[config.mk]
export PLATFORM = sky130hd
export DESIGN_NAME = pcpl_loader
export DESIGN_NICKNAME = d
export VERILOG_FILES = /design/src/rtl/pcpl_pkg.sv /design/src/rtl/pcpl_loader.sv
export VERILOG_INCLUDE_DIRS = /design/src /design/src/rtl
export SDC_FILE = /design/constraint.sdc
export NUM_CORES = 1
export LEC_CHECK = 0
export BUFFER_PORTS_ARGS = -buffer_cell sky130_fd_sc_hd__buf_2
export CAP_MARGIN = 10
export CORE_MARGIN = 4
export CORE_UTILIZATION = 40
export CTS_CLUSTER_SIZE = 12
export DETAILED_ROUTE_END_ITERATION = 10
export PLACE_DENSITY = 0.65
export SKIP_CTS_REPAIR_TIMING = 1
export SYNTH_ARGS = -nofsm -noshare
export SYNTH_HDL_FRONTEND = slang
export SYNTH_SLANG_ARGS = --single-unit
export TNS_END_PERCENT = 5
[constraint.sdc]
create_clock -name mclk_in -period 2.9 [get_ports mclk_in]
set_input_delay 0.29 -clock mclk_in [delete_from_list [all_inputs] [get_ports mclk_in]]
set_output_delay 0.29 -clock mclk_in [all_outputs]
set_load 0.005 [all_outputs]
[src/rtl/pcpl_defs.svh]
/*
 * Constants for the parallel configuration port loader: bus widths,
 * mode encodings, preamble layout and timing counts.
 * Assumes inclusion from the package and the loader module only.
 */
`ifndef PCPL_DEFS_SVH
`define PCPL_DEFS_SVH

`define PCPL_BUS_W 32
`define PCPL_PKT_W 32
`define PCPL_PAY_W 128
`define PCPL_PKTS_PER_PAY 4
// Width mode codes on the width strap
`define PCPL_MODE_X1 2'h0
`define PCPL_MODE_X8 2'h1
`define PCPL_MODE_X16 2'h2
`define PCPL_MODE_X32 2'h3
// Beats per 32-bit packet for each mode
`define PCPL_BEATS_X1 6'h20
`define PCPL_BEATS_X8 6'h04
`define PCPL_BEATS_X16 6'h02
`define PCPL_BEATS_X32 6'h01
// Command encodings seen in the executed packet stream
`define PCPL_CMD_NOP 32'h00000000
`define PCPL_CMD_OP_MSB 31
`define PCPL_CMD_OP_LSB 28
`define PCPL_OP_WRITE 4'h1
`define PCPL_OP_READ 4'h2
`define PCPL_OP_DONE 4'hF
// Preamble is 512 bits: four payloads
`define PCPL_PREAMBLE_PAYS 3'h4
// Host wait after ready; host-side only, kept for reference
`define PCPL_READY_WAIT_CYC 5

`endif

[src/rtl/pcpl_pkg.sv]
/*
 * Types for the parallel configuration port loader.
 * Assumes pcpl_defs.svh is on the include path.
 */
`include "pcpl_defs.svh"

package pcpl_pkg;

	// One payload, slot 0 is executed first
	typedef struct packed {
		logic [`PCPL_PKT_W-1:0] slot3;
		logic [`PCPL_PKT_W-1:0] slot2;
		logic [`PCPL_PKT_W-1:0] slot1;
		logic [`PCPL_PKT_W-1:0] slot0;
	} pcpl_payload_t;

	// Executed packet leaving the block
	typedef struct packed {
		logic is_data;
		logic [1:0] slot;
		logic [`PCPL_PKT_W-1:0] word;
	} pcpl_exec_t;

	typedef enum logic [3:0] {
		PCPL_ST_PREAMBLE = 4'h1,
		PCPL_ST_CMD = 4'h2,
		PCPL_ST_DATA = 4'h4,
		PCPL_ST_LOADED = 4'h8
	} pcpl_state_t;

endpackage : pcpl_pkg

[src/rtl/pcpl_loader.sv]
/*
 * Parallel configuration port loader: deserialises the host bus into
 * 32-bit packets, gathers four into a payload, and issues them in
 * execution order (slot 0 first) through a two-entry buffer.
 * Assumes the host clock is mclk_in, inputs synchronous to it, and the
 * downstream command/memory logic signals ready on the exec port.
 */
// What this block does
// - 128-bit memory word from four 32-bit packets
// - MSB first within bytes and packets
// - Execute per packet; data register takes 128
// - Host sends slot 3 first; execute slot 0 first
// - x32 mode: one packet per clock
// - First payload executes sync, ids, then no-op
// - Write/read last slot; data follows immediately
// - Frame data accepted every clock after write
// - Select change mid-request discards that request
// - x16 mode: two clocks, upper half first
// - x8 mode: four clocks, MSB byte first
// - x1 mode: one bit per clock, MSB first
// - 512-bit preamble precedes command stream
// - Trailing no-ops leave done and user flags alone
`include "pcpl_defs.svh"

module pcpl_loader (
	input wire logic mclk_in,
	input wire logic nrst_in,
	input wire logic ce_in,
	input wire logic [1:0] width_mode_in,
	input wire logic mem_cleared_in,
	input wire logic host_port_select_n_in,
	input wire logic [`PCPL_BUS_W-1:0] host_config_data_bus_in,
	input wire logic exec_ready_in,
	input wire logic user_entered_in,
	output logic exec_valid_out,
	output pcpl_pkg::pcpl_exec_t exec_out,
	output logic payload_valid_out,
	output pcpl_pkg::pcpl_payload_t payload_out,
	output logic host_stall_out,
	output logic discard_out,
	output logic config_ready_flag_out,
	output logic config_complete_flag_out,
	output logic user_mode_flag_out
);

	// Registers
	logic [`PCPL_PKT_W-1:0] shift_reg, shift_next;
	logic [5:0] beat_reg, beat_next;
	logic [1:0] slot_reg;
	logic [`PCPL_PAY_W-1:0] gather_reg;
	logic sel_prev_reg;
	logic drop_reg;
	logic [2:0] pre_cnt_reg;
	logic data_mode_reg;
	logic data_pending_reg;
	pcpl_pkg::pcpl_state_t state_reg, state_next;
	logic [1:0] issue_reg;
	logic issuing_reg;
	logic [`PCPL_PAY_W-1:0] hold_reg;
	logic hold_data_reg;
	logic done_reg;
	logic user_reg;
	logic exec_valid_reg;
	logic payload_valid_reg;
	logic discard_reg;
	logic stall_reg;

	// Two-entry buffer between issue logic and consumer
	pcpl_pkg::pcpl_exec_t buf_mem [0:1];
	logic buf_wp_reg, buf_rp_reg;
	logic [1:0] buf_cnt_reg;

	// Beat decode for the selected width
	wire logic [5:0] beats_per_pkt;
	wire logic beat_fire;
	wire logic pkt_done;
	wire logic sel_active;
	wire logic sel_edge;
	wire logic [`PCPL_PKT_W-1:0] bus;
	assign bus = host_config_data_bus_in;
	assign beats_per_pkt =
		(width_mode_in == `PCPL_MODE_X1) ? `PCPL_BEATS_X1 :
		(width_mode_in == `PCPL_MODE_X8) ? `PCPL_BEATS_X8 :
		(width_mode_in == `PCPL_MODE_X16) ? `PCPL_BEATS_X16 :
		`PCPL_BEATS_X32;
	assign sel_active = !host_port_select_n_in;
	assign sel_edge = sel_active != sel_prev_reg;
	assign beat_fire = sel_active && !stall_reg;
	assign pkt_done = beat_fire && (beat_reg == beats_per_pkt - 6'h01);

	// Incoming beat shifts in from the low end so earliest is MSB
	always_comb begin
		case (width_mode_in)
		`PCPL_MODE_X1: shift_next = {shift_reg[30:0], bus[0]};
		`PCPL_MODE_X8: shift_next = {shift_reg[23:0], bus[7:0]};
		`PCPL_MODE_X16: shift_next = {shift_reg[15:0], bus[15:0]};
		default: shift_next = bus;
		endcase
	end
	assign beat_next = pkt_done ? 6'h00 : beat_reg + 6'h01;

	// Completed packet and payload
	wire logic [`PCPL_PKT_W-1:0] pkt_word;
	wire logic pay_done;
	wire logic [`PCPL_PAY_W-1:0] pay_word;
	assign pkt_word = shift_next;
	assign pay_done = pkt_done && (slot_reg == 2'h3) && !drop_reg;
	// First received packet is slot 3, so it lands in the top word
	assign pay_word = {gather_reg[95:0], pkt_word};

	// Issue side: walk held payload slot 0 up to slot 3
	wire logic [`PCPL_PKT_W-1:0] issue_word;
	wire logic buf_full;
	wire logic buf_push;
	wire logic buf_pop;
	wire logic last_slot;
	wire logic [3:0] issue_op;
	assign issue_word = hold_reg[issue_reg*`PCPL_PKT_W +: `PCPL_PKT_W];
	assign buf_full = buf_cnt_reg == 2'h2;
	assign buf_push = issuing_reg && !buf_full;
	assign buf_pop = exec_valid_reg && exec_ready_in;
	assign last_slot = issue_reg == 2'h3;
	assign issue_op = issue_word[`PCPL_CMD_OP_MSB:`PCPL_CMD_OP_LSB];

	// Write/read leaving slot 3 makes the very next payload data
	wire logic op_opens_data;
	wire logic data_now;
	assign op_opens_data = buf_push && last_slot && !hold_data_reg &&
		(issue_op == `PCPL_OP_WRITE || issue_op == `PCPL_OP_READ);
	assign data_now = data_mode_reg || data_pending_reg ||
		op_opens_data;

	// Look ahead one edge: stall before a payload would overwrite hold
	wire logic discard_now;
	wire logic [1:0] slot_after;
	wire logic [5:0] beat_after;
	wire logic issuing_after;
	wire logic [1:0] issue_after;
	wire logic [1:0] buf_fill_next;
	wire logic last_push_next;
	wire logic stall_next;
	assign discard_now = sel_edge && (beat_reg != 6'h00 || slot_reg != 2'h0);
	assign slot_after = discard_now ? 2'h0 :
		pkt_done ? slot_reg + 2'h1 : slot_reg;
	assign beat_after = discard_now ? 6'h00 :
		beat_fire ? beat_next : beat_reg;
	assign issuing_after = pay_done ? 1'b1 :
		(buf_push && last_slot) ? 1'b0 : issuing_reg;
	assign issue_after = pay_done ? 2'h0 :
		buf_push ? issue_reg + 2'h1 : issue_reg;
	assign buf_fill_next = buf_cnt_reg + {1'b0, buf_push} - {1'b0, buf_pop};
	// Last slot leaving at the same edge frees hold in time
	assign last_push_next = issue_after == 2'h3 && buf_fill_next != 2'h2;
	assign stall_next = issuing_after && !last_push_next &&
		slot_after == 2'h3 && beat_after == beats_per_pkt - 6'h01;

	// Sequencing: preamble, commands, then loaded; PCPL_ST_DATA is never entered
	always_comb begin
		state_next = state_reg;
		case (state_reg)
		pcpl_pkg::PCPL_ST_PREAMBLE:
			if (pay_done && pre_cnt_reg == `PCPL_PREAMBLE_PAYS - 3'h1)
				state_next = pcpl_pkg::PCPL_ST_CMD;
		pcpl_pkg::PCPL_ST_CMD:
			if (buf_push && last_slot && !hold_data_reg &&
				issue_op == `PCPL_OP_DONE)
				state_next = pcpl_pkg::PCPL_ST_LOADED;
		pcpl_pkg::PCPL_ST_DATA:
			state_next = pcpl_pkg::PCPL_ST_DATA;
		pcpl_pkg::PCPL_ST_LOADED:
			state_next = pcpl_pkg::PCPL_ST_LOADED;
		default: state_next = pcpl_pkg::PCPL_ST_PREAMBLE;
		endcase
	end

	// Receive: shift, count beats, gather payload, drop on select change
	always_ff @(posedge mclk_in or negedge nrst_in) begin
		if (!nrst_in) begin
			shift_reg <= 32'h00000000;
			beat_reg <= 6'h00;
			slot_reg <= 2'h0;
			gather_reg <= 128'h0;
			sel_prev_reg <= 1'b0;
			drop_reg <= 1'b0;
			discard_reg <= 1'b0;
		end else if (ce_in) begin
			sel_prev_reg <= sel_active;
			discard_reg <= 1'b0;
			if (sel_edge && (beat_reg != 6'h00 || slot_reg != 2'h0)) begin
				// Partial request abandoned: restart alignment
				beat_reg <= 6'h00;
				slot_reg <= 2'h0;
				drop_reg <= 1'b0;
				discard_reg <= 1'b1;
			end else if (beat_fire) begin
				shift_reg <= shift_next;
				beat_reg <= beat_next;
				if (pkt_done) begin
					slot_reg <= slot_reg + 2'h1;
					gather_reg <= pay_word;
				end
			end
		end
	end

	// Hold register, issue walk and data-mode tracking
	always_ff @(posedge mclk_in or negedge nrst_in) begin
		if (!nrst_in) begin
			hold_reg <= 128'h0;
			hold_data_reg <= 1'b0;
			issuing_reg <= 1'b0;
			issue_reg <= 2'h0;
			data_mode_reg <= 1'b0;
			data_pending_reg <= 1'b0;
			pre_cnt_reg <= 3'h0;
			state_reg <= pcpl_pkg::PCPL_ST_PREAMBLE;
			payload_valid_reg <= 1'b0;
			stall_reg <= 1'b0;
		end else if (ce_in) begin
			state_reg <= state_next;
			payload_valid_reg <= 1'b0;
			if (pay_done && state_reg == pcpl_pkg::PCPL_ST_PREAMBLE)
				pre_cnt_reg <= pre_cnt_reg + 3'h1;
			if (pay_done) begin
				hold_reg <= pay_word;
				hold_data_reg <= data_now;
				issuing_reg <= 1'b1;
				issue_reg <= 2'h0;
				if (data_now)
					payload_valid_reg <= 1'b1;
			end else if (buf_push) begin
				issue_reg <= issue_reg + 2'h1;
				if (last_slot)
					issuing_reg <= 1'b0;
			end
			// Write/read in slot 3 opens the data phase next payload
			if (op_opens_data)
				data_pending_reg <= 1'b1;
			if (pay_done && data_now) begin
				data_mode_reg <= 1'b1;
				data_pending_reg <= 1'b0;
			end
			// Stall the port only while a payload is still issuing
			stall_reg <= stall_next;
		end
	end

	// Two-entry buffer; a consumer stall loses no word
	always_ff @(posedge mclk_in or negedge nrst_in) begin
		if (!nrst_in) begin
			buf_wp_reg <= 1'b0;
			buf_rp_reg <= 1'b0;
			buf_cnt_reg <= 2'h0;
			exec_valid_reg <= 1'b0;
		end else if (ce_in) begin
			if (buf_push)
				buf_wp_reg <= !buf_wp_reg;
			if (buf_pop)
				buf_rp_reg <= !buf_rp_reg;
			buf_cnt_reg <= buf_cnt_reg + {1'b0, buf_push} - {1'b0, buf_pop};
			exec_valid_reg <= (buf_cnt_reg + {1'b0, buf_push}
				- {1'b0, buf_pop}) != 2'h0;
		end
	end

	always_ff @(posedge mclk_in) begin
		if (ce_in && buf_push) begin
			buf_mem[buf_wp_reg].word <= issue_word;
			buf_mem[buf_wp_reg].slot <= issue_reg;
			buf_mem[buf_wp_reg].is_data <= hold_data_reg;
		end
	end

	// Status flags; done and user, once set, cannot be changed by later no-ops; ready follows mem_cleared_in
	always_ff @(posedge mclk_in or negedge nrst_in) begin
		if (!nrst_in) begin
			done_reg <= 1'b0;
			user_reg <= 1'b0;
			config_ready_flag_out <= 1'b0;
		end else if (ce_in) begin
			config_ready_flag_out <= mem_cleared_in;
			if (state_reg == pcpl_pkg::PCPL_ST_LOADED)
				done_reg <= 1'b1;
			if (done_reg && user_entered_in)
				user_reg <= 1'b1;
		end
	end

	// Registered outputs
	assign exec_valid_out = exec_valid_reg;
	assign exec_out = buf_mem[buf_rp_reg];
	assign payload_valid_out = payload_valid_reg;
	assign payload_out = hold_reg;
	assign host_stall_out = stall_reg;
	assign discard_out = discard_reg;
	assign config_complete_flag_out = done_reg;
	assign user_mode_flag_out = user_reg;

endmodule : pcpl_loader

==> results of run 1 <==
cell families after synthesis:
family | count (synthesis) | share of synthesized area (%)
AO/OA/AOI/OAI | 106 | 4.41
XOR/XNOR | 13 | 0.740
adder cells (fa/ha/maj) | 9 | 0.732
buffers and inverters | 92 | 3.03
flip-flops | 358 | 60.5
multiplexers | 121 | 12.2
AND/OR/NAND/NOR | 712 | 18.4
worst max-delay path by stage:
stage / start / endpoint
after floorplan: buf_cnt_reg[1]$_DFFE_PN0P_ / buf_mem[0][0]$_DFFE_PP_
after global placement: buf_cnt_reg[1]$_DFFE_PN0P_ / host_stall_out$_DFFE_PN0P_
after detailed placement: buf_cnt_reg[1]$_DFFE_PN0P_ / host_stall_out$_DFFE_PN0P_
after CTS: buf_cnt_reg[1]$_DFFE_PN0P_ / host_stall_out$_DFFE_PN0P_
after global routing: buf_cnt_reg[1]$_DFFE_PN0P_ / host_stall_out$_DFFE_PN0P_
final: buf_cnt_reg[0]$_DFFE_PN0P_ / host_stall_out$_DFFE_PN0P_
metal layers:
layer | wire length [um] | up-vias | track usage [%]
li1 | - | 5112 | -
met1 | 17200 | 5341 | 25.8
met2 | 18600 | 289 | 29.9
met3 | 2450 | 56 | 4.13
met4 | 688 | 12 | 4.64
met5 | 80 | - | 0
cells in the mapped netlist, types with 4 or more instances:
cell | number | area [sq um]
mux2_2 | 46 | 518
dfrtp_1 | 287 | 7180
mux2_1 | 12 | 135
mux2i_1 | 15 | 150
o31ai_1 | 5 | 37.5
ha_1 | 9 | 113
nor2_1 | 17 | 63.8
inv_1 | 11 | 41.3
xnor2_1 | 7 | 61.3
xor2_1 | 6 | 52.6
nand3_1 | 8 | 40.0
buf_2 | 30 | 150
o21ai_0 | 61 | 305
nand2b_1 | 5 | 31.3
nor3_1 | 5 | 25.0
buf_4 | 11 | 82.6
and2_1 | 4 | 25.0
edfxtp_1 | 70 | 2100
a21oi_1 | 17 | 85.1
clkbuf_1 | 33 | 124
nand2_1 | 648 | 2430
mux4_2 | 48 | 1080
area by class of cell:
class / count / area share [%]
multi-input cells: 961 / 30.8
clock inverters: 9 / 0.622
flip-flops and latches: 358 / 50.9
clock buffers: 63 / 6.32
repair buffers: 239 / 7.58
diodes: 4 / 0.0547
well taps: 511 / 3.49
inverters: 11 / 0.225
metrics by stage:
| stage | power (mW) | utilization, % | cells |
|---|---|---|---|
| final | 14.0 | 48.4 | 2156 |
| after global routing | 14.8 | 48.4 | 2155 |
| after CTS | 14.2 | 48.3 | 2148 |
| after detailed placement | 9.22 | 44.9 | 2076 |
| after global placement | 9.11 | 44.9 | 2076 |
| after floorplan | 8.27 | - | 1411 |
worst register-to-register path, delay by kind of cell, from the launching register on:
kind                     cells  cell delay, ps
buffers and inverters        2             120
adder cells (fa/ha/maj)      2             420
flip-flops                   1             380
AO/OA/AOI/OAI                4             670
AND/OR/NAND/NOR              3             500
XOR/XNOR                     2             430
power by group:
group	internal, mW	switching (mW)
sequential	5.94	0.832
clock	2.92	1.99
combinational	1.08	1.25
total	9.94	4.07
==> flow_metrics.env, run 1 <==
export IMPL_critPathSlowestCell="dfrtp_1"
export IMPL_drive_above_1_share_pct=25.5
export IMPL_fill_cells=3437
export IMPL_clock_latency_ps=530
export IMPL_fin_setup_tns_ps=0
export IMPL_critPathLaunchType="register"
export IMPL_rrSetupSlack_ps=310
export IMPL_final_common_cell="nand2_1"
export IMPL_largest_reg_flops=128
export IMPL_async_reset_ff_share_pct=80.4
export IMPL_status="complete, no violations"
export IMPL_synthesis_area_sq_mm=0.0154
export IMPL_post_dp_hpwl_mm=26.6
export IMPL_leakage_nw=8.93
export IMPL_vias=10810
export IMPL_synth_ff_type="dfrtp_1"
export IMPL_finalSetupViolations=0
export IMPL_start_util_pct=40.7
export IMPL_syn_to_final_growth_pct=19.0
export IMPL_overflow=0
export IMPL_grtUsageTotal_pct=18.5
export IMPL_whs_ps=29.4
export IMPL_min_period_over_period_pct=89.3
export IMPL_clockBufferDepth=3
export IMPL_cp_data_arrival_time_ps=3060
export IMPL_cp_cell_sequence="nand2b_1, and2_1, inv_1, ha_1, inv_1, ha_1, xor2_1, xor2_1, nand2b_1, a21oi_1, o2111ai_1, a21oi_1, a32o_2"
export IMPL_cts_tree="yes"
export IMPL_cp_required_ps=3370
export IMPL_yosysSeqAreaShare_pct=60.5
export IMPL_slew_violations=0
export IMPL_hold_viol=0
export IMPL_min_from="host_config_data_bus_in[0]"
export IMPL_timing_slew_headroom_pct=36.8
export IMPL_placementRows=71
export IMPL_fin_worst_skew_ps=21.0
export IMPL_syn_mean_instance_area_sq_um=10.9
export IMPL_cts_sinks=358
export IMPL_antenna_found_initial=10
export IMPL_path_clk_slew_ps=60
export IMPL_multi_input_comb_area_sq_mm=0.00565
export IMPL_antenna_left=0
export IMPL_cts_root_buf="clkbuf_16"
export IMPL_pin_count=211
export IMPL_synth_net_count=1461
export IMPL_avgRoutedWirePerCell_um=18.1
export IMPL_core_area_sq_mm=0.0378
export IMPL_crit_buf_inv=2
export IMPL_gp_congestion=0.805
export IMPL_postPlaceCellArea_sq_mm=0.0170
export IMPL_r2r_start="buf_cnt_reg[0]$_DFFE_PN0P_"
export IMPL_worst_r2r_cell_count=13
export IMPL_max_stage_delay_ps=380
export IMPL_die_h_um=204
export IMPL_first_pass_iters=5
export IMPL_grt_pass1_wl_mm=61.3
export IMPL_endpoint_kind="register"
export IMPL_nets=1660
export IMPL_grt_max_degree=88
export IMPL_min_path_cells=3
export IMPL_tightest_slew_ps=948
export IMPL_grt_pass1_vias=10820
export IMPL_htreeDepth=2
export IMPL_synthCells=1411
export IMPL_synth_edff_count=70
export IMPL_seq_area_sq_mm=0.00931
export IMPL_drt_iter0_drc=644
export IMPL_drc=0
export IMPL_wirelength_mm=39.1
export IMPL_ir_worst_vdd_mv=0.471
export IMPL_synth_seq_cells=358
export IMPL_layout_common_cells="nand2_1 (648), dfrtp_1 (284), buf_2 (209), edfxtp_1 (70), o21ai_0 (61)"
export IMPL_rsz0062_at_grt="false"
export IMPL_regToRegEndpoint="host_stall_out$_DFFE_PN0P_"
export IMPL_yosysWarnings=0
export IMPL_postLayoutCellArea_sq_mm=0.0183
export IMPL_min_period_ps=2590
export IMPL_synth_distinct_cells=61
export IMPL_crit_type="register to register"
export IMPL_hold_end="gather_reg[0]$_DFFE_PN0P_"
export IMPL_path_max_fanout=5
export IMPL_die_area_sq_mm=0.0417
export IMPL_setup_slack_ps=309
export IMPL_maxCapViolCount=0
export IMPL_numCtsBuffers=39
export IMPL_pre_cts_ws_ps=333
export IMPL_max_freq_ghz=0.386
export IMPL_min_path_type="primary input to register"
export IMPL_portBuffers=210
export IMPL_die_w_um=204
export IMPL_power_density_mw_per_mm2=765
export IMPL_viasPerCell=5.01
export IMPL_path_depth=13
export IMPL_cp_top_family="compound AO/OA/AOI/OAI gates"
Note: power is estimated with default switching activity, not from simulation.
==> inputs of run 2 (changes only) <==
Settings changed: ABC_AREA set to 0.
Clock period 2.9 ns to 2.6 ns, I/O delays scaled along.
==> run 2 against run 1 <==
  * Wire length rose by 2.0%
  * Critical path depth decreased by 6
  * Core utilization is 0.46 points higher
  * Clock skew shrank 4.7 ps
==> flow_metrics.env, run 2 (same netlist as run 1, synthesis figures left out) <==
export IMPL_multi_input_comb_area_sq_mm=0.00567
export IMPL_die_h_um=204
export IMPL_min_period_over_period_pct=95.9
export IMPL_die_area_sq_mm=0.0417
export IMPL_htreeDepth=2
export IMPL_ir_worst_vdd_mv=0.529
export IMPL_swShare_pct=28.9
export IMPL_utilization_pct=48.9
export IMPL_overflow=0
export IMPL_timing_slew_headroom_pct=56.6
export IMPL_final_common_cell="nand2_1"
export IMPL_grt_pass1_wl_mm=62.7
export IMPL_die_w_um=204
export IMPL_tightest_slew_ps=651
export IMPL_antenna_left=0
export IMPL_cellInternalPower_mw=11.2
export IMPL_p_clk_share_pct=35.4
export IMPL_endpoint_kind="register"
export IMPL_maxCapViolCount=0
export IMPL_setup_slack_ps=106
export IMPL_core_area_sq_mm=0.0378
export IMPL_seq_area_sq_mm=0.00931
export IMPL_avgRoutedWirePerCell_um=18.3
export IMPL_gp_congestion=0.803
export IMPL_antenna_found_initial=12
export IMPL_status="complete, no violations"
export IMPL_drc=0
export IMPL_grt_pass1_vias=10897
export IMPL_fill_cells=3464
export IMPL_drt_iter0_drc=582
export IMPL_grt_max_degree=79
export IMPL_post_dp_hpwl_mm=27.6
export IMPL_cp_required_ps=3070
export IMPL_cp_data_arrival_time_ps=2970
export IMPL_fin_worst_skew_ps=16.2
export IMPL_nets=1677
export IMPL_leakage_nw=9.03
export IMPL_min_path_type="primary input to register"
export IMPL_switchingPower_mw=4.55
export IMPL_power_density_mw_per_mm2=853
export IMPL_placementRows=71
export IMPL_drive_above_1_share_pct=26.4
export IMPL_first_pass_iters=5
export IMPL_syn_to_final_growth_pct=20.1
export IMPL_grtUsageTotal_pct=19.1
export IMPL_clock_latency_ps=540
export IMPL_cts_sinks=358
export IMPL_path_max_fanout=10
export IMPL_wirelength_mm=39.8
export IMPL_start_util_pct=40.7
export IMPL_layout_common_cells="nand2_1 (648), dfrtp_1 (284), buf_2 (209), edfxtp_1 (70), o21ai_0 (61)"
export IMPL_pre_cts_ws_ps=31.7
export IMPL_vias=10895
export IMPL_slew_violations=0
export IMPL_viasPerCell=5.00
export IMPL_hold_viol=0
export IMPL_comb_power_share_pct=17.1
export IMPL_finalSetupViolations=0
export IMPL_path_clk_slew_ps=60
export IMPL_pin_count=211
export IMPL_cts_tree="yes"
export IMPL_sequentialPowerShare_pct=47.5
export IMPL_numCtsBuffers=41
export IMPL_portBuffers=210
export IMPL_max_freq_ghz=0.401
export IMPL_largest_reg_flops=128
export IMPL_min_period_ps=2490
export IMPL_crit_type="register to register"
export IMPL_critPathLaunchType="register"
export IMPL_clockBufferDepth=3
export IMPL_cts_root_buf="clkbuf_16"
-- run 2: worst max-delay path: stages, from the launching register on --
cell and delay, ps:
dfrtp_1 490, or3_4 430, o31ai_4 320, o31ai_4 180
nor2_2 130, nand2_1 60, a2111oi_1 570, a32o_2 260
-- run 2: path summary, 6_finish.rpt --
path / start / end / slack, ps / depth (start not counted)
worst max-delay path: beat_reg[3]$_DFFE_PN0P_ / host_stall_out$_DFFE_PN0P_ / 110 / 7
worst min-delay path: host_config_data_bus_in[15] / shift_reg[15]$_DFFE_PN0P_ / 50 / 3
worst max register to register: beat_reg[3]$_DFFE_PN0P_ / host_stall_out$_DFFE_PN0P_ / 110 / 7
worst min register to register: gather_reg[93]$_DFFE_PN0P_ / payload_out[125]$_DFFE_PN0P_ / 470 / 2
max in group asynchronous: nrst_in / payload_out[81]$_DFFE_PN0P_ / 1360 / 3
min in group asynchronous: nrst_in / payload_out[1]$_DFFE_PN0P_ / 310 / 2
-- run 2: layout make-up --
class | count | share of cell area (%)
tap | 511 | 3.46
sequential | 358 | 50.4
inverter | 11 | 0.223
antenna | 8 | 0.108
multi-input combinational | 961 | 30.7
timing repair buffer | 254 | 8.07
clock inverter | 14 | 0.650
clock buffer | 62 | 6.42
-- run 2: layer usage --
metal	wire length, um	share of wire [%]	up-vias	GRT usage, %
met4	1120	2.8	8	7.06
met3	2220	5.6	64	3.98
met2	18900	48	291	30.4
li1	-	-	5135	-
met1	17500	44	5397	26.1
met5	49	0.12	-	0
-- run 2: power by group through the flow --
stage                     registers [mW]  logic [mW]  clock network [mW]
after CTS                           7.49        2.74                5.75
after global routing                7.64        3.04                5.99
after global placement              7.55        2.65                   0
final                               7.49        2.70                5.58
after detailed placement            7.58        2.73                   0
after floorplan                     7.22        2.00                   0
-- run 2: per-stage QoR --
stage	hold WS [ps]	std cells	setup TNS (ps)	power, mW	area [sq um]
CTS	-268	2166	0	16.0	18400
global placement	311	2090	0	10.2	17100
global route	45.6	2178	-8.30	16.7	18500
finish	53.6	2179	0	15.8	18500
floorplan	-35.6	1411	0	9.23	15400
detailed placement	313	2090	0	10.3	17100
